`src/gtm_params.svh`:
```
// Constants of the general timer module: register offsets, field positions,
// reset values and timing counts. Assumes byte addresses on a 32-bit bus.
//
// Notes on behaviour
// - After reset all control is idle; both counters and interval loads read 0xffff.
// - After reset both prescale registers and prescale counters are zero.
// - Width 0 joins halves as 32-bit timer, width 1 as 32-bit clock.
// - Width 0x4 splits into two independent 16-bit halves with same controls.
// - Only clock mode uses the even pin; there is no odd pin.
// - Joined: 32-bit interval write fills first half low, second half high.
// - Joined: first count read returns second half high, first half low.
// - Joined timer takes one-shot/periodic from first half mode only.
// - Joined timer counts down, reloads the cycle after zero, one-shot stops.
// - Reaching zero sets sticky raw flag; mask bit also sets masked flag, interrupt.
// - With trigger enable, zero gives a trigger pulse of exactly one clock.
// - Interval write while running loads the counter on the next clock.
// - A set stall bit freezes that counter until cleared, except the second half bit in joined timer mode.
// - Clock mode counts up, loaded with one when first selected.
// - Even pin carries a 32.768 kHz clock, divided here to 1 Hz ticks.
// - Clock count equal to match rolls to zero and keeps counting.
// - Clock match sets raw flag; with mask also masked flag and interrupt.
// - Writing the clock clear bit clears raw and masked clock flags.
// - Stall override keeps the clock counting despite either stall bit.
// - Split halves count down 16 bits with optional 8-bit prescaler.
// - Split half reloads load and prescale after zero; one-shot clears enable.
// - Prescale value N stretches each count step to N plus one clocks.
`ifndef GTM_PARAMS_SVH
`define GTM_PARAMS_SVH

// ----------------------------------------------------------------------------
// Register byte offsets
// ----------------------------------------------------------------------------
`define GTM_OFS_CFG 8'h00
`define GTM_OFS_AMODE 8'h04
`define GTM_OFS_BMODE 8'h08
`define GTM_OFS_CTL 8'h0c
`define GTM_OFS_IMR 8'h18
`define GTM_OFS_RIS 8'h1c
`define GTM_OFS_MIS 8'h20
`define GTM_OFS_ICR 8'h24
`define GTM_OFS_AILR 8'h28
`define GTM_OFS_BILR 8'h2c
`define GTM_OFS_AMATCH 8'h30
`define GTM_OFS_APR 8'h38
`define GTM_OFS_BPR 8'h3c
`define GTM_OFS_AR 8'h48
`define GTM_OFS_BR 8'h4c

// ----------------------------------------------------------------------------
// Field positions
// ----------------------------------------------------------------------------
`define GTM_CTL_A_EN 0
`define GTM_CTL_A_STALL 1
`define GTM_CTL_RTC_OVR 4
`define GTM_CTL_A_OTE 5
`define GTM_CTL_B_EN 8
`define GTM_CTL_B_STALL 9
`define GTM_CTL_B_OTE 13
`define GTM_ST_A_TO 0
`define GTM_ST_RTC 3
`define GTM_ST_B_TO 8

// ----------------------------------------------------------------------------
// Reset values and timing
// ----------------------------------------------------------------------------
`define GTM_RST_CNT 16'hffff
`define GTM_RST_PRE 8'h00
`define GTM_RTC_LOAD 32'h0000_0001
`define GTM_PIN_CLK_HZ 32768
`define GTM_RTC_TICK_HZ 1

`endif

```
`src/gtm_pkg.sv`:
```
// Types shared by the general timer module files.
// Assumes the constants header is compiled alongside.
package gtm_pkg;

    // Width configuration codes
    typedef enum logic [2:0] {
        GTM_CFG_32 = 3'h0,
        GTM_CFG_RTC = 3'h1,
        GTM_CFG_16 = 3'h4
    } gtm_cfg_t;

    // Per-half mode field codes
    typedef enum logic [1:0] {
        GTM_MODE_NONE = 2'h0,
        GTM_MODE_ONESHOT = 2'h1,
        GTM_MODE_PERIODIC = 2'h2,
        GTM_MODE_OTHER = 2'h3
    } gtm_mode_t;

    // Per-half control set
    typedef struct packed {
        logic en;
        logic stall;
        logic ote;
    } gtm_half_ctl_t;

    // Sticky event flags
    typedef struct packed {
        logic a_to;
        logic rtc;
        logic b_to;
    } gtm_flags_t;

endpackage

```
`src/gtm_sync.sv`:
```
// Two-flop synchroniser for pin levels.
// Assumes the input is asynchronous to clk; only stage two is to be read.
`timescale 1ns/1ps
module gtm_sync #(
    parameter int W = 1
) (
    // Clock and reset
    input wire logic clk,
    input wire logic resetn,
    // Levels
    input wire logic [W-1:0] async_in,
    output logic [W-1:0] sync_out
);

    logic [W-1:0] meta_r;

    // Stage one feeds stage two only
    always_ff @(posedge clk or negedge resetn) begin
        if (!resetn) begin
            meta_r <= '0;
            sync_out <= '0;
        end else begin
            meta_r <= async_in;
            sync_out <= meta_r;
        end
    end

endmodule // gtm_sync

```
`src/gtm_timer.sv`:
```
// General timer module top: two 16-bit halves, joined 32-bit timer or clock.
// Assumes an Avalon-MM master on clk and a 32.768 kHz level on the even pin.
//
// The register addresses and the Avalon-MM register port were left to the implementer.
`timescale 1ns/1ps
`include "gtm_params.svh"
module gtm_timer import gtm_pkg::*; #(
    parameter int RTC_DIV = `GTM_PIN_CLK_HZ / `GTM_RTC_TICK_HZ
) (
    // Clock and reset
    input wire logic clk,
    input wire logic resetn,
    // Avalon-MM slave
    input wire logic [7:0] address,
    input wire logic read,
    input wire logic write,
    input wire logic [31:0] writedata,
    output logic [31:0] readdata,
    output logic waitrequest,
    // Capture/compare pin, even numbered
    input wire logic ccp_even,
    // Events out
    output logic irq,
    output logic trig_a,
    output logic trig_b
);

    // ------------------------------------------------------------------------
    // State
    // ------------------------------------------------------------------------
    gtm_cfg_t cfg_r;
    gtm_mode_t mode_a_r;
    gtm_mode_t mode_b_r;
    gtm_half_ctl_t ctl_a_r;
    gtm_half_ctl_t ctl_b_r;
    logic rtc_ovr_r;
    gtm_flags_t imr_r;
    gtm_flags_t ris_r;
    gtm_flags_t ris_nxt;
    gtm_flags_t set_ev;
    gtm_flags_t clr_ev;
    logic [15:0] ilr_a_r;
    logic [15:0] ilr_b_r;
    logic [7:0] pr_a_r;
    logic [7:0] pr_b_r;
    logic [31:0] match_r;
    logic [15:0] cnt_a_r;
    logic [15:0] cnt_b_r;
    logic [7:0] pre_a_r;
    logic [7:0] pre_b_r;
    logic rtc_loaded_r;
    logic [31:0] div_r;
    logic pin_s;
    logic pin_d_r;
    logic [31:0] rdata;
    logic wr_take;
    logic [31:0] cnt32;

    // ------------------------------------------------------------------------
    // Bus handshake
    // ------------------------------------------------------------------------
    // Waitrequest drops for one cycle after a request is seen; the access
    // lands on that edge. Costs one wait state but keeps outputs registered.
    always_ff @(posedge clk or negedge resetn) begin
        if (!resetn) begin
            waitrequest <= 1'b1;
        end else if (!waitrequest) begin
            waitrequest <= 1'b1;
        end else begin
            waitrequest <= ~(read | write);
        end
    end

    assign wr_take = write & ~waitrequest;

    // Read data captured one cycle before the accepting edge
    always_ff @(posedge clk or negedge resetn) begin
        if (!resetn) begin
            readdata <= 32'h0000_0000;
        end else if (read & waitrequest) begin
            readdata <= rdata;
        end
    end

    // ------------------------------------------------------------------------
    // Mode decode
    // ------------------------------------------------------------------------
    logic is32;
    logic isrtc;
    logic is16;
    logic joined;
    logic valid_a;
    logic valid_b;
    logic run32;
    logic run_a;
    logic run_b;
    logic rtc_run;
    logic rtc_tick;

    assign is32 = (cfg_r == GTM_CFG_32);
    assign isrtc = (cfg_r == GTM_CFG_RTC);
    assign is16 = (cfg_r == GTM_CFG_16);
    assign joined = is32 | isrtc;
    assign cnt32 = {cnt_b_r, cnt_a_r};

    // Only one-shot and periodic count; other mode codes hold
    assign valid_a = (mode_a_r == GTM_MODE_ONESHOT) | (mode_a_r == GTM_MODE_PERIODIC);
    assign valid_b = (mode_b_r == GTM_MODE_ONESHOT) | (mode_b_r == GTM_MODE_PERIODIC);

    // Joined timer follows first half mode and stall only
    assign run32 = is32 & ctl_a_r.en & ~ctl_a_r.stall & valid_a;
    assign run_a = is16 & ctl_a_r.en & ~ctl_a_r.stall & valid_a;
    assign run_b = is16 & ctl_b_r.en & ~ctl_b_r.stall & valid_b;
    // Override lets the clock ignore both stall bits
    assign rtc_run = isrtc & ctl_a_r.en & rtc_loaded_r
        & (rtc_ovr_r | ~(ctl_a_r.stall | ctl_b_r.stall));

    // ------------------------------------------------------------------------
    // Clock-mode pin divider
    // ------------------------------------------------------------------------
    // Only the even pin is sampled; there is no odd pin input
    gtm_sync #(
        .W(1)
    ) u_pin_sync (
        .clk(clk),
        .resetn(resetn),
        .async_in(ccp_even),
        .sync_out(pin_s)
    );

    // Rising-edge detect on the synchronised level
    always_ff @(posedge clk or negedge resetn) begin
        if (!resetn) begin
            pin_d_r <= 1'b0;
        end else begin
            pin_d_r <= pin_s;
        end
    end

    // Divide pin edges down to a once-a-second tick
    assign rtc_tick = pin_s & ~pin_d_r & (div_r == 32'(RTC_DIV - 1));

    always_ff @(posedge clk or negedge resetn) begin
        if (!resetn) begin
            div_r <= 32'h0000_0000;
        end else if (!(isrtc & ctl_a_r.en)) begin
            div_r <= 32'h0000_0000;
        end else if (pin_s & ~pin_d_r) begin
            div_r <= rtc_tick ? 32'h0000_0000 : div_r + 32'h0000_0001;
        end
    end

    // ------------------------------------------------------------------------
    // Counter events
    // ------------------------------------------------------------------------
    logic step_a;
    logic step_b;
    logic to32;
    logic rl32;
    logic to_a;
    logic rl_a;
    logic to_b;
    logic rl_b;
    logic rtc_hit;
    logic done_a;
    logic done_b;

    // Prescaler wrap gives one count step per N+1 clocks
    assign step_a = run_a & (pre_a_r == 8'h00);
    assign step_b = run_b & (pre_b_r == 8'h00);
    // Timeout when the count lands on zero; reload one step later
    assign to32 = run32 & (cnt32 == 32'h0000_0001);
    assign rl32 = run32 & (cnt32 == 32'h0000_0000);
    assign to_a = step_a & (cnt_a_r == 16'h0001);
    assign rl_a = step_a & (cnt_a_r == 16'h0000);
    assign to_b = step_b & (cnt_b_r == 16'h0001);
    assign rl_b = step_b & (cnt_b_r == 16'h0000);
    assign rtc_hit = rtc_run & rtc_tick & (cnt32 == match_r);
    // One-shot drops its own enable at reload
    assign done_a = (rl32 | rl_a) & (mode_a_r == GTM_MODE_ONESHOT);
    assign done_b = rl_b & (mode_b_r == GTM_MODE_ONESHOT);

    // ------------------------------------------------------------------------
    // Configuration registers
    // ------------------------------------------------------------------------
    always_ff @(posedge clk or negedge resetn) begin
        if (!resetn) begin
            cfg_r <= GTM_CFG_32;
            mode_a_r <= GTM_MODE_NONE;
            mode_b_r <= GTM_MODE_NONE;
            imr_r <= '0;
            match_r <= 32'hffff_ffff;
            pr_a_r <= `GTM_RST_PRE;
            pr_b_r <= `GTM_RST_PRE;
        end else if (wr_take) begin
            case (address)
                `GTM_OFS_CFG: cfg_r <= gtm_cfg_t'(writedata[2:0]);
                `GTM_OFS_AMODE: mode_a_r <= gtm_mode_t'(writedata[1:0]);
                `GTM_OFS_BMODE: mode_b_r <= gtm_mode_t'(writedata[1:0]);
                `GTM_OFS_IMR: begin
                    imr_r.a_to <= writedata[`GTM_ST_A_TO];
                    imr_r.rtc <= writedata[`GTM_ST_RTC];
                    imr_r.b_to <= writedata[`GTM_ST_B_TO];
                end
                `GTM_OFS_AMATCH: match_r <= writedata;
                `GTM_OFS_APR: pr_a_r <= writedata[7:0];
                `GTM_OFS_BPR: pr_b_r <= writedata[7:0];
                default: ;
            endcase
        end
    end

    // Interval loads; joined write splits the word across both halves
    always_ff @(posedge clk or negedge resetn) begin
        if (!resetn) begin
            ilr_a_r <= `GTM_RST_CNT;
            ilr_b_r <= `GTM_RST_CNT;
        end else if (wr_take && address == `GTM_OFS_AILR) begin
            ilr_a_r <= writedata[15:0];
            if (joined) begin
                ilr_b_r <= writedata[31:16];
            end
        end else if (wr_take && address == `GTM_OFS_BILR && is16) begin
            ilr_b_r <= writedata[15:0];
        end
    end

    // Control: software writes, one-shot completion clears enable
    always_ff @(posedge clk or negedge resetn) begin
        if (!resetn) begin
            ctl_a_r <= '0;
            ctl_b_r <= '0;
            rtc_ovr_r <= 1'b0;
        end else if (wr_take && address == `GTM_OFS_CTL) begin
            ctl_a_r.en <= writedata[`GTM_CTL_A_EN];
            ctl_a_r.stall <= writedata[`GTM_CTL_A_STALL];
            ctl_a_r.ote <= writedata[`GTM_CTL_A_OTE];
            ctl_b_r.en <= writedata[`GTM_CTL_B_EN];
            ctl_b_r.stall <= writedata[`GTM_CTL_B_STALL];
            ctl_b_r.ote <= writedata[`GTM_CTL_B_OTE];
            rtc_ovr_r <= writedata[`GTM_CTL_RTC_OVR];
        end else begin
            if (done_a) begin
                ctl_a_r.en <= 1'b0;
            end
            if (done_b) begin
                ctl_b_r.en <= 1'b0;
            end
        end
    end

    // ------------------------------------------------------------------------
    // Counters
    // ------------------------------------------------------------------------
    // First entry to clock mode preloads one, later entries keep the count
    always_ff @(posedge clk or negedge resetn) begin
        if (!resetn) begin
            rtc_loaded_r <= 1'b0;
        end else if (isrtc) begin
            rtc_loaded_r <= 1'b1;
        end
    end

    // Interval write wins over counting so the new value shows next clock
    always_ff @(posedge clk or negedge resetn) begin
        if (!resetn) begin
            cnt_a_r <= `GTM_RST_CNT;
            cnt_b_r <= `GTM_RST_CNT;
            pre_a_r <= `GTM_RST_PRE;
            pre_b_r <= `GTM_RST_PRE;
        end else if (isrtc) begin
            if (!rtc_loaded_r) begin
                {cnt_b_r, cnt_a_r} <= `GTM_RTC_LOAD;
            end else if (rtc_hit) begin
                {cnt_b_r, cnt_a_r} <= 32'h0000_0000;
            end else if (rtc_run & rtc_tick) begin
                {cnt_b_r, cnt_a_r} <= cnt32 + 32'h0000_0001;
            end
        end else if (is32) begin
            if (wr_take && address == `GTM_OFS_AILR) begin
                {cnt_b_r, cnt_a_r} <= writedata;
            end else if (rl32) begin
                {cnt_b_r, cnt_a_r} <= {ilr_b_r, ilr_a_r};
            end else if (run32) begin
                {cnt_b_r, cnt_a_r} <= cnt32 - 32'h0000_0001;
            end
        end else if (is16) begin
            // First half
            if (wr_take && address == `GTM_OFS_AILR) begin
                cnt_a_r <= writedata[15:0];
                pre_a_r <= pr_a_r;
            end else if (rl_a) begin
                cnt_a_r <= ilr_a_r;
                pre_a_r <= pr_a_r;
            end else if (step_a) begin
                cnt_a_r <= cnt_a_r - 16'h0001;
                pre_a_r <= pr_a_r;
            end else if (run_a) begin
                pre_a_r <= pre_a_r - 8'h01;
            end
            // Second half
            if (wr_take && address == `GTM_OFS_BILR) begin
                cnt_b_r <= writedata[15:0];
                pre_b_r <= pr_b_r;
            end else if (rl_b) begin
                cnt_b_r <= ilr_b_r;
                pre_b_r <= pr_b_r;
            end else if (step_b) begin
                cnt_b_r <= cnt_b_r - 16'h0001;
                pre_b_r <= pr_b_r;
            end else if (run_b) begin
                pre_b_r <= pre_b_r - 8'h01;
            end
        end
    end

    // ------------------------------------------------------------------------
    // Flags, interrupt and triggers
    // ------------------------------------------------------------------------
    // A set in the same cycle as its clear survives
    always_comb begin
        set_ev.a_to = to32 | to_a;
        set_ev.b_to = to_b;
        set_ev.rtc = rtc_hit;
        clr_ev = '0;
        if (wr_take && address == `GTM_OFS_ICR) begin
            clr_ev.a_to = writedata[`GTM_ST_A_TO];
            clr_ev.rtc = writedata[`GTM_ST_RTC];
            clr_ev.b_to = writedata[`GTM_ST_B_TO];
        end
        ris_nxt = (ris_r & ~clr_ev) | set_ev;
    end

    always_ff @(posedge clk or negedge resetn) begin
        if (!resetn) begin
            ris_r <= '0;
        end else begin
            ris_r <= ris_nxt;
        end
    end

    // Masked view drives the single interrupt line
    always_ff @(posedge clk or negedge resetn) begin
        if (!resetn) begin
            irq <= 1'b0;
        end else begin
            irq <= |(ris_nxt & imr_r);
        end
    end

    // One clock pulse each time a split half or the joined timer lands on zero
    always_ff @(posedge clk or negedge resetn) begin
        if (!resetn) begin
            trig_a <= 1'b0;
            trig_b <= 1'b0;
        end else begin
            trig_a <= ctl_a_r.ote & (to32 | to_a);
            trig_b <= ctl_b_r.ote & to_b;
        end
    end

    // ------------------------------------------------------------------------
    // Read mux
    // ------------------------------------------------------------------------
    // Unmapped offsets read as zero
    always_comb begin
        rdata = 32'h0000_0000;
        case (address)
            `GTM_OFS_CFG: rdata[2:0] = cfg_r;
            `GTM_OFS_AMODE: rdata[1:0] = mode_a_r;
            `GTM_OFS_BMODE: rdata[1:0] = mode_b_r;
            `GTM_OFS_CTL: begin
                rdata[`GTM_CTL_A_EN] = ctl_a_r.en;
                rdata[`GTM_CTL_A_STALL] = ctl_a_r.stall;
                rdata[`GTM_CTL_A_OTE] = ctl_a_r.ote;
                rdata[`GTM_CTL_B_EN] = ctl_b_r.en;
                rdata[`GTM_CTL_B_STALL] = ctl_b_r.stall;
                rdata[`GTM_CTL_B_OTE] = ctl_b_r.ote;
                rdata[`GTM_CTL_RTC_OVR] = rtc_ovr_r;
            end
            `GTM_OFS_IMR: begin
                rdata[`GTM_ST_A_TO] = imr_r.a_to;
                rdata[`GTM_ST_RTC] = imr_r.rtc;
                rdata[`GTM_ST_B_TO] = imr_r.b_to;
            end
            `GTM_OFS_RIS: begin
                rdata[`GTM_ST_A_TO] = ris_r.a_to;
                rdata[`GTM_ST_RTC] = ris_r.rtc;
                rdata[`GTM_ST_B_TO] = ris_r.b_to;
            end
            `GTM_OFS_MIS: begin
                rdata[`GTM_ST_A_TO] = ris_r.a_to & imr_r.a_to;
                rdata[`GTM_ST_RTC] = ris_r.rtc & imr_r.rtc;
                rdata[`GTM_ST_B_TO] = ris_r.b_to & imr_r.b_to;
            end
            `GTM_OFS_AILR: rdata = joined ? {ilr_b_r, ilr_a_r} : {16'h0000, ilr_a_r};
            `GTM_OFS_BILR: rdata[15:0] = ilr_b_r;
            `GTM_OFS_AMATCH: rdata = match_r;
            `GTM_OFS_APR: rdata[7:0] = pr_a_r;
            `GTM_OFS_BPR: rdata[7:0] = pr_b_r;
            `GTM_OFS_AR: rdata = joined ? cnt32 : {16'h0000, cnt_a_r};
            `GTM_OFS_BR: rdata[15:0] = cnt_b_r;
            default: rdata = 32'h0000_0000;
        endcase
    end

endmodule // gtm_timer

```
`config.mk`:
```
export PLATFORM = sky130hd
export DESIGN_NAME = gtm_timer
export DESIGN_NICKNAME = d
export VERILOG_FILES = /design/src/gtm_pkg.sv /design/src/gtm_sync.sv /design/src/gtm_timer.sv
export VERILOG_INCLUDE_DIRS = /design/src /design/src/src
export SDC_FILE = /design/constraint.sdc
export NUM_CORES = 1
export LEC_CHECK = 0
export BUFFER_PORTS_ARGS = -buffer_cell sky130_fd_sc_hd__buf_2
export CAP_MARGIN = 20
export CORE_ASPECT_RATIO = 0.9
export CORE_MARGIN = 3
export CORE_UTILIZATION = 45
export CTS_CLUSTER_SIZE = 24
export DETAILED_ROUTE_END_ITERATION = 12
export MAX_ROUTING_LAYER = met4
export PLACE_DENSITY = 0.65
export SYNTH_ARGS = -nofsm -noshare
export SYNTH_HDL_FRONTEND = slang
export SYNTH_SLANG_ARGS = --single-unit
```
`constraint.sdc`:
```
create_clock -name clk -period 3.7 [get_ports clk]
set_clock_uncertainty 0.05 [all_clocks]
set_input_delay 0.37 -clock clk [delete_from_list [all_inputs] [get_ports clk]]
set_output_delay 0.37 -clock clk [all_outputs]
set_load 0.01 [all_outputs]
```
Yosys cells after proc, flatten, opt, wreduce, memory -nomap -nowiden --
Index checks and enable logic that the tools add are counted. W data, S select, Z words.
Cells by class: add/subtract/negate cells 7, equality and inequality tests 29, muxes and demuxes 58, bitwise gates (word level) 53, reduce and logical (&&, ||, !) cells 33
Operators by type and width (count):
- $mux W16 | 27
- $mux W32 | 5
- $add A32 B1 Y32 const B | 2
- $mux W8 | 8
- $eq A8 B6 Y1 const B | 7
- $pmux W16 S3 | 1
- $and A1 B1 Y1 | 33
- $eq A16 B1 Y1 const B | 2
- $eq A32 B1 Y1 const B | 1
- $eq A32 B15 Y1 const B | 1
- $eq A32 B32 Y1 | 1
- $logic_not A16 Y1 | 2
- $logic_not A32 Y1 | 1
- $sub A16 B1 Y16 const B | 2
- $sub A32 B1 Y32 const B | 1
- $logic_not A8 Y1 | 3
- $eq A8 B4 Y1 const B | 2
- $eq A8 B5 Y1 const B | 2
- $eq A8 B7 Y1 const B | 2
- $pmux W2 S8 | 1
- $reduce_and A2 Y1 | 8
- $reduce_and A4 Y1 | 4
- $sub A8 B1 Y8 const B | 2
- $pmux W3 S5 | 1
- other kinds (31) | 61
Storage, ports and cells: bits in registers 220, bits of input ports 45, output and inout bits 36, word-level logic and storage cells 215

Longest topological paths before layout --
Gate-level depths: netlist (run 1).
depth in word-level cells 11, depth in mapped cells 12, gate-level depth less buffers 9

Cells and area by module --
Synthesis (run 1) repeated with hierarchy kept, for this count alone.
Second synthesis, totals: cell total of the unflattened synthesis 1627, area total of the unflattened synthesis 13835.8 sq um
Modules (own cells, without submodules):
- gtm_timer | times used 1, cells each 1625, area an instance 13785.7 sq um, sequential area each 5576.6 sq um
- gtm_sync | times used 1, cells each 2, area an instance 50.0 sq um, sequential area each 50.0 sq um

Least setup slack after synthesis (run 1) --
No wires, ideal clock.
path type reg2reg, from register cnt_a_r[0], to register cnt_a_r[5], library setup time 77 ps, arrival time 2902 ps, required time 3573 ps, slack 671 ps, stages on the path, launching flop included 13, path buffers 4, clock period less this slack 3029 ps, path through dfstp_2 > clkbuf_1 > inv_1 > ha_1 > or4b_2 > clkbuf_1 > nor4b_1 > buf_2 > o21ai_1 > clkbuf_1 > o211ai_1 > a21oi_1 > a21o_1
On the way: longest elaborated chain between the ends 7, elaborated cells between the ends (all ways) 25, classes of those cells 3 x add/sub; 3 x eq/ne; 12 x mux; 3 x bitwise; 4 x reduce/logical
Ends and longest elaborated chain:
- start: declaration | line gtm_timer.sv:47 | logic [15:0] cnt_a_r;
- start signal: assignment | line gtm_timer.sv:267 | cnt_a_r <= `GTM_RST_CNT;
- start signal: assignment | line gtm_timer.sv:273 | {cnt_b_r, cnt_a_r} <= `GTM_RTC_LOAD;
- start signal: assignment | line gtm_timer.sv:277 | {cnt_b_r, cnt_a_r} <= cnt32 + 32'h0000_0001;
- $sub A16 B1 Y16 / $logic_not A16 Y1 (equally long branches) | line gtm_timer.sv:296, gtm_timer.sv:175
- $mux W16 / $and A1 B1 Y1 (equally long branches) | line gtm_timer.sv:295, gtm_timer.sv:175
- $mux W16 | line gtm_timer.sv:292 | end else if (rl_a) begin
- $mux W16 | line gtm_timer.sv:289 | if (wr_take && address == `GTM_OFS_AILR) begin
- $mux W16 | line gtm_timer.sv:287 | end else if (is16) begin
- $mux W16 | line gtm_timer.sv:279 | end else if (is32) begin
- $mux W16 | line gtm_timer.sv:271 | end else if (isrtc) begin
Several ways; a longest one is shown, not always the timed one. The select of a mux whose other input is x is not followed. A chain may end at the register's enable or synchronous reset.

Final worst setup path (run 1) --
from register cnt_a_r[1], to register cnt_b_r[0]
On the way: longest elaborated chain between the ends 6, elaborated cells between the ends (all ways) 17, classes of those cells 2 x add/sub; 3 x eq/ne; 8 x mux; 2 x bitwise; 2 x reduce/logical
Ends and longest elaborated chain:
- $sub A32 B1 Y32 / $logic_not A32 Y1 (equally long branches) | line gtm_timer.sv:285, gtm_timer.sv:173
- $mux W16 / $and A1 B1 Y1 (equally long branches) | line gtm_timer.sv:284, gtm_timer.sv:173
- $mux W16 | line gtm_timer.sv:282 | end else if (rl32) begin
- $mux W16 | line gtm_timer.sv:280 | if (wr_take && address == `GTM_OFS_AILR) begin
- $mux W16 | line gtm_timer.sv:279
- $mux W16 | line gtm_timer.sv:271
- end signal: assignment | line gtm_timer.sv:273
- end signal: assignment | line gtm_timer.sv:281 | {cnt_b_r, cnt_a_r} <= writedata;
- end signal: assignment | line gtm_timer.sv:283 | {cnt_b_r, cnt_a_r} <= {ilr_b_r, ilr_a_r};
- end: declaration | line gtm_timer.sv:48 | logic [15:0] cnt_b_r;
Several ways; a longest one is shown, not always the timed one. The select of a mux whose other input is x is not followed.

==> results of run 1 <==
[metrics by stage]
step	util (%)	setup WS, ns
2_1_floorplan	-	0.6712
3_3_place_gp	49.96	0.4553
3_5_place_dp	50.00	0.3463
4_1_cts	53.18	0.3329
5_1_grt	53.22	0.1739
6_report	53.22	0.2607
[final cells by class]
class	count	share of cell area, %
Clock inverter	8	0.7621
Sequential cell	220	36.07
Multi-Input combinational cell	1199	47.61
Tap cell	396	3.177
Inverter	25	0.6016
Timing Repair Buffer	164	6.811
Clock buffer	40	4.965
[timing repair]
| action | in CTS | in global routing |
|---|---|---|
| hold buffers | 4 | 0 |
| resized for setup | 0 | 0 |
| hold endpoints to repair | 55 | 0 |
[kinds of logic (layout without fill, tap and decap cells)]
kind of cell,after synthesis,after routing,share of synthesized area [%]
xor gates and xnor gates,87,87,5.619
AOI/OAI and AO/OA,430,430,21.39
muxes,55,55,4.539
and+or+nand+nor,614,614,21.81
DFF,220,220,41.49
buffers and inverters,135,237,3.958
adders and majority gates,13,13,1.199
[worst max-delay path, delay by kind of cell (launching register included)]
family,cells,cell delay (ns)
and+or+nand+nor,2,1.45
adders and majority gates,1,0.24
DFF,1,0.41
AOI/OAI and AO/OA,4,1.06
buffers and inverters,1,0.11
[power by group]
group / total, uW / internal, uW / leakage (uW) / switching (uW)
Clock: 2720 / 1650 / 0.000440 / 1070
Combinational: 2100 / 863 / 0.00337 / 1240
Sequential: 3430 / 2810 / 0.00262 / 618
[flip-flops by register name, summed over array words and instances (netlist names), 2 cells and up]
name      cells
mode_a_r      2
ilr_b_r      16
ctl_a_r       3
pre_a_r       8
ris_r         3
pr_a_r        8
cnt_b_r      16
ilr_a_r      16
imr_r         3
div_r        32
pr_b_r        8
pre_b_r       8
ctl_b_r       3
match_r      32
mode_b_r      2
cfg_r         3
cnt_a_r      16
readdata     32
[metal layers]
layer,wire (um),up-vias,track usage [%]
met1,22620,6521,47.40
met2,21250,833,44.75
met3,6716,112,8.769
met4,1814,0,9.388
li1,-,5877,-
met5,0,-,-
[final timing paths]
path | start | end | depth (start not counted)
worst max-delay path | cnt_a_r[1] | cnt_b_r[0] | 8
worst min-delay path | writedata[25] | ilr_b_r[9] | 3
worst max register to register | cnt_a_r[1] | cnt_b_r[0] | 8
worst min register to register | u_pin_sync.meta_r | u_pin_sync.sync_out | 0
max in group asynchronous | resetn | match_r[24] | 3
min in group asynchronous | resetn | pre_b_r[2] | 2
[cell usage in the layout, fill, tap and decap left out, types with 25 or more instances in the layout]
cell / Yosys / final
nand4_1: 35 / 35
inv_1: 25 / 25
nand3_1: 51 / 51
nor4_1: 25 / 25
buf_4: 0 / 76
mux2_2: 52 / 52
nor3_1: 38 / 37
dfrtp_1: 123 / 123
nand2_1: 196 / 196
o211ai_1: 26 / 26
o21ai_0: 92 / 92
clkbuf_16: 0 / 27
nor2_1: 161 / 158
a21oi_1: 82 / 82
dfstp_2: 97 / 97
buf_2: 6 / 81
a31oi_1: 36 / 36
xor2_1: 63 / 63
a22oi_1: 42 / 42
==> flow_metrics.tcl, run 1 <==
set metrics [dict create \
    finalNonFillerCells 2052 \
    synth-edff-count 0 \
    clk_latency_ns 0.55 \
    synth_cells 1554 \
    start_util_pct 46.28 \
    worstSetupStartpointType "flip-flop" \
    cts_buffers 26 \
    synthTopCellsByArea "dfrtp_1 23%, dfstp_2 19%, nand2_1 5.4%" \
    yosysUniqueCellTypes 75 \
    synth_commonest_cells "196 x nand2_1, 161 x nor2_1, 123 x dfrtp_1" \
    die_x_um 189.0 \
    wl_per_cell_um 25.53 \
    fin_crit_ns 3.439 \
    post_cts.repair.setup_buffers 0 \
    synthArstFlopShare_pct 100.0 \
    dp_hpwl_um 38260 \
    crit_path_end_kind "flip-flop" \
    drt_iter0_markers 1981 \
    htree_levels 1 \
    place_area_sq_um 14650 \
    worstPathMaxFanout 13 \
    crit_arrival_ns 3.82 \
    yosys_warnings 0 \
    ys_seq_area_share_pct 41.49 \
    synth_nets 1612 \
    finalCritPeriodShare_pct 92.96 \
    grt_start_max_net_pins 92 \
    grt_pass1_wl_um 78920 \
    ff2ff_setup_slack_ns 0.26 \
    hp-class "in -> reg" \
    slew_viol_final 0 \
    track_usage_pct 32.72 \
    syn_area_per_cell_sq_um 8.727 \
    power_density_nw_per_um2 528.9 \
    placed_cells 1999 \
    vias 13340 \
    slowest_delay_ns 0.75 \
    grt_overflow 0 \
    yosysTopAreaCell "dfrtp_1" \
    clock_path_buffers 3 \
    wirelength_um 52390 \
    drt-pass1-iter-count 10 \
    outcome "finished clean" \
    drc_errors 0 \
    clk_pin_slew_ns 0.06 \
    antenna_left 0 \
    finalSetupViolations 0 \
    via_per_inst 6.502 \
    power.leakage_uw 0.006435 \
    area.sequential_sq_um 5627 \
    fin_area_sq_um 15600 \
    rsz0062_at_grt "false" \
    yosysTopAreaCellShare_pct 22.70 \
    final-hold-violation-count 0 \
    routabilityCongestion 1.095 \
    slew_headroom_pct 39.96 \
    cts.sinks 220 \
    io-pin-count 81 \
    irDropWorstVdd_mv 0.3222 \
    maxCapViolCount 0 \
    core_region_area_sq_um 29310 \
    row_count 59 \
    ys_ff_latch 220 \
    port_buffers 80 \
    grt_pass1_vias 12420 \
    die_h_um 170.7 \
    yosysMostFrequentCell "nand2_1" \
    drive_gt1_share_pct 22.77 \
    antenna_found_initial 0 \
    antenna_cells 0 \
    synth_top_flop_cell "dfrtp_1" \
    fillers 2709 \
    cts_tree "yes" \
    fin_tns_setup_ns 0 \
    root_buffer "clkbuf_16" \
    syn_area_sq_um 13560 \
    path_class "reg -> reg" \
    die_area_sq_um 32260 \
    nNetsFinal 1694 \
    total_power_uw 8249 \
    multi_input_area_sq_um 7426 \
    tightest_slew_ns 0.9007 \
    slowest_stage "or4b_1" \
    fmax_ghz 0.2908 \
    holdWs_ns 0.02233 \
    crit_required_ns 4.08 \
    syn_to_final_growth_pct 15.01 \
    path_cells "inv_1, ha_1, or4b_2, or4b_1, a211oi_1, a211oi_1, o311ai_0, o311ai_0" \
]
Note: power is estimated with default switching activity, not from simulation.
==> run 2: changes to the inputs <==
Settings changed: CELL_PAD_IN_SITES_DETAIL_PLACEMENT set to 1, CELL_PAD_IN_SITES_GLOBAL_PLACEMENT set to 2, CORE_UTILIZATION 45 to 35, PLACE_DENSITY 0.65 to 0.8.
Clock period 3.7 ns to 2.9 ns, I/O delays scaled along.
==> run 2 against run 1 <==
  * Fmax is 20% higher
  * Critical path depth is 1 higher
  * Largest power group unchanged
  * Sequential cell count stayed put
  * Critical path type unchanged
  * Highest routed layer unchanged
  * Power is 37% higher
  * Design area is 10% higher
  * Worst hold slack better by 0.0019 ns
  * Largest cell class unchanged
==> flow_metrics.tcl, run 2 (same netlist as run 1, synthesis figures left out) <==
set metrics [dict create \
    rr_worst_depth 9 \
    power_density_nw_per_um2 659.8 \
    cts.sinks 220 \
    slowest_delay_ns 0.59 \
    switching_share_pct 37.58 \
    power_frac_clock_pct 30.4 \
    hp-class "in -> reg" \
    rsz0062_at_grt "true" \
    crit_top_cell "or4b_4" \
    track_usage_pct 30.40 \
    htree_levels 1 \
    antenna_left 0 \
    finalSetupViolations 0 \
    drt-pass1-iter-count 5 \
    drive_gt1_share_pct 29.81 \
    switching_power_uw 4262 \
    syn_to_final_growth_pct 26.75 \
    worstSetupStartpointType "flip-flop" \
    final-hold-violation-count 0 \
    holdWs_ns 0.02421 \
    grt_pass1_vias 14250 \
    layout_commonest_cell "nand2_1" \
    core_region_area_sq_um 37720 \
    power.leakage_uw 0.007177 \
    worstPathMaxFanout 7 \
    root_buffer "clkbuf_16" \
    crit_arrival_ns 3.29 \
    crit_required_ns 3.31 \
    path_cells "inv_4, ha_4, or4b_4, or4b_4, buf_6, or4_4, a31oi_4, o21ai_2, o311ai_1" \
    fmax_ghz 0.3481 \
    antenna_cells 0 \
    wl_per_cell_um 26.81 \
    fin_crit_ns 2.873 \
    total_power_uw 11340 \
    die_x_um 213.5 \
    grt_start_max_net_pins 86 \
    finalCritPeriodShare_pct 99.07 \
    antenna_found_initial 0 \
    io-pin-count 81 \
    tightest_slew_ns 0.8285 \
    drc_errors 0 \
    nNetsFinal 1835 \
    via_per_inst 6.201 \
    cp_top_family "simple AND/OR/NAND/NOR gates" \
    wirelength_um 61160 \
    hold_path_depth 3 \
    row_count 67 \
    crit_path_end_kind "flip-flop" \
    start_util_pct 35.95 \
    slew_headroom_pct 44.76 \
    grt_pass1_wl_um 91690 \
    reg.largest.list "div_r: 32 flops, match_r: 32 flops, readdata: 32 flops" \
    irDropWorstVdd_mv 0.4128 \
    cts_tree "yes" \
    clk_pin_slew_ns 0.06 \
    grt_overflow 0 \
    die_area_sq_um 41150 \
    die_h_um 192.7 \
    dp_hpwl_um 45290 \
    routabilityCongestion 1.113 \
    port_buffers 80 \
    clk_latency_ns 0.59 \
    path_buf_inv 2 \
    cts_buffers 27 \
    pwr-share-seq_pct 36.4 \
    outcome "finished clean" \
    most-common-layout-cells "196 x nand2_1, 183 x buf_4, 156 x nor2_1" \
    slew_viol_final 0 \
    pwr-share-comb_pct 33.2 \
    path_class "reg -> reg" \
    p_int_uw 7080 \
    maxCapViolCount 0 \
    drt_iter0_markers 1473 \
    vias 14140 \
    slowest_stage "or4b_4" \
    clock_path_buffers 3 \
    worst-path-stages 9 \
]
-- run 2: worst min-delay path, delay by kind of cell --
kind,cells,cell delay [ns]
simple gates,1,0.09
buf+inv,1,0.18
compound gates,1,0.08
-- run 2: repair_timing --
| item | 4_1_cts | 5_1_grt |
|---|---|---|
| gates resized for setup | 13 | 42 |
| hold buffers | 30 | 0 |
| endpoints found under the setup margin | 19 | 32 |
| setup buffers | 3 | 6 |
| pin swaps | 2 | 16 |
| endpoints found under the hold margin | 84 | 0 |
-- run 2: routing by layer --
layer	routed length, um	vias up	GRT usage, %
li1	-	6157	-
met1	26500	7142	41.55
met2	26090	711	44.23
met3	5940	134	7.266
met4	2635	0	10.37
met5	0	-	-
-- run 2: final cells by class --
type	count	area, sq um
inverter	25	96.34
fill	4434	20530
sequential	220	5627
tap	483	604.3
clock buffer	32	735.7
timing repair buffer	304	2296
clock inverter	18	153.9
multi-input combinational	1199	7677
-- run 2: worst paths after layout --
check,from,to,slack [ns]
setup reg to reg,cnt_a_r[1],cnt_b_r[10],0.03
hold / removal,writedata[2],ilr_b_r[2],0.02
max in group asynchronous,resetn,ilr_a_r[8],1.64
min in group asynchronous,resetn,pre_b_r[1],0.28
hold reg to reg,u_pin_sync.meta_r,u_pin_sync.sync_out,0.32
setup / recovery,cnt_a_r[1],cnt_b_r[10],0.03
-- run 2: per-stage QoR --
stage	utilization (%)	std cells	worst slack (ns)	setup TNS [ns]	instance area (sq um)
2_1_floorplan	-	1554	0.1183	0	13600
3_3_place_gp	41.59	2192	-0.1853	-0.3437	15690
3_5_place_dp	41.59	2192	-0.1506	-0.4296	15690
4_1_cts	44.94	2275	0.004521	0	16950
5_1_grt	45.57	2281	-0.04085	-0.07830	17190
6_report	45.57	2281	0.02711	0	17190
-- run 2: power by group through the flow --
stage | logic [uW] | registers (uW) | clock network [uW]
after floorplan | 1930 | 3830 | 0
after global placement | 3380 | 4100 | 0
after detailed placement | 3420 | 4130 | 0
after CTS | 3520 | 4080 | 3500
after global routing | 4010 | 4150 | 3630
final | 3770 | 4130 | 3440
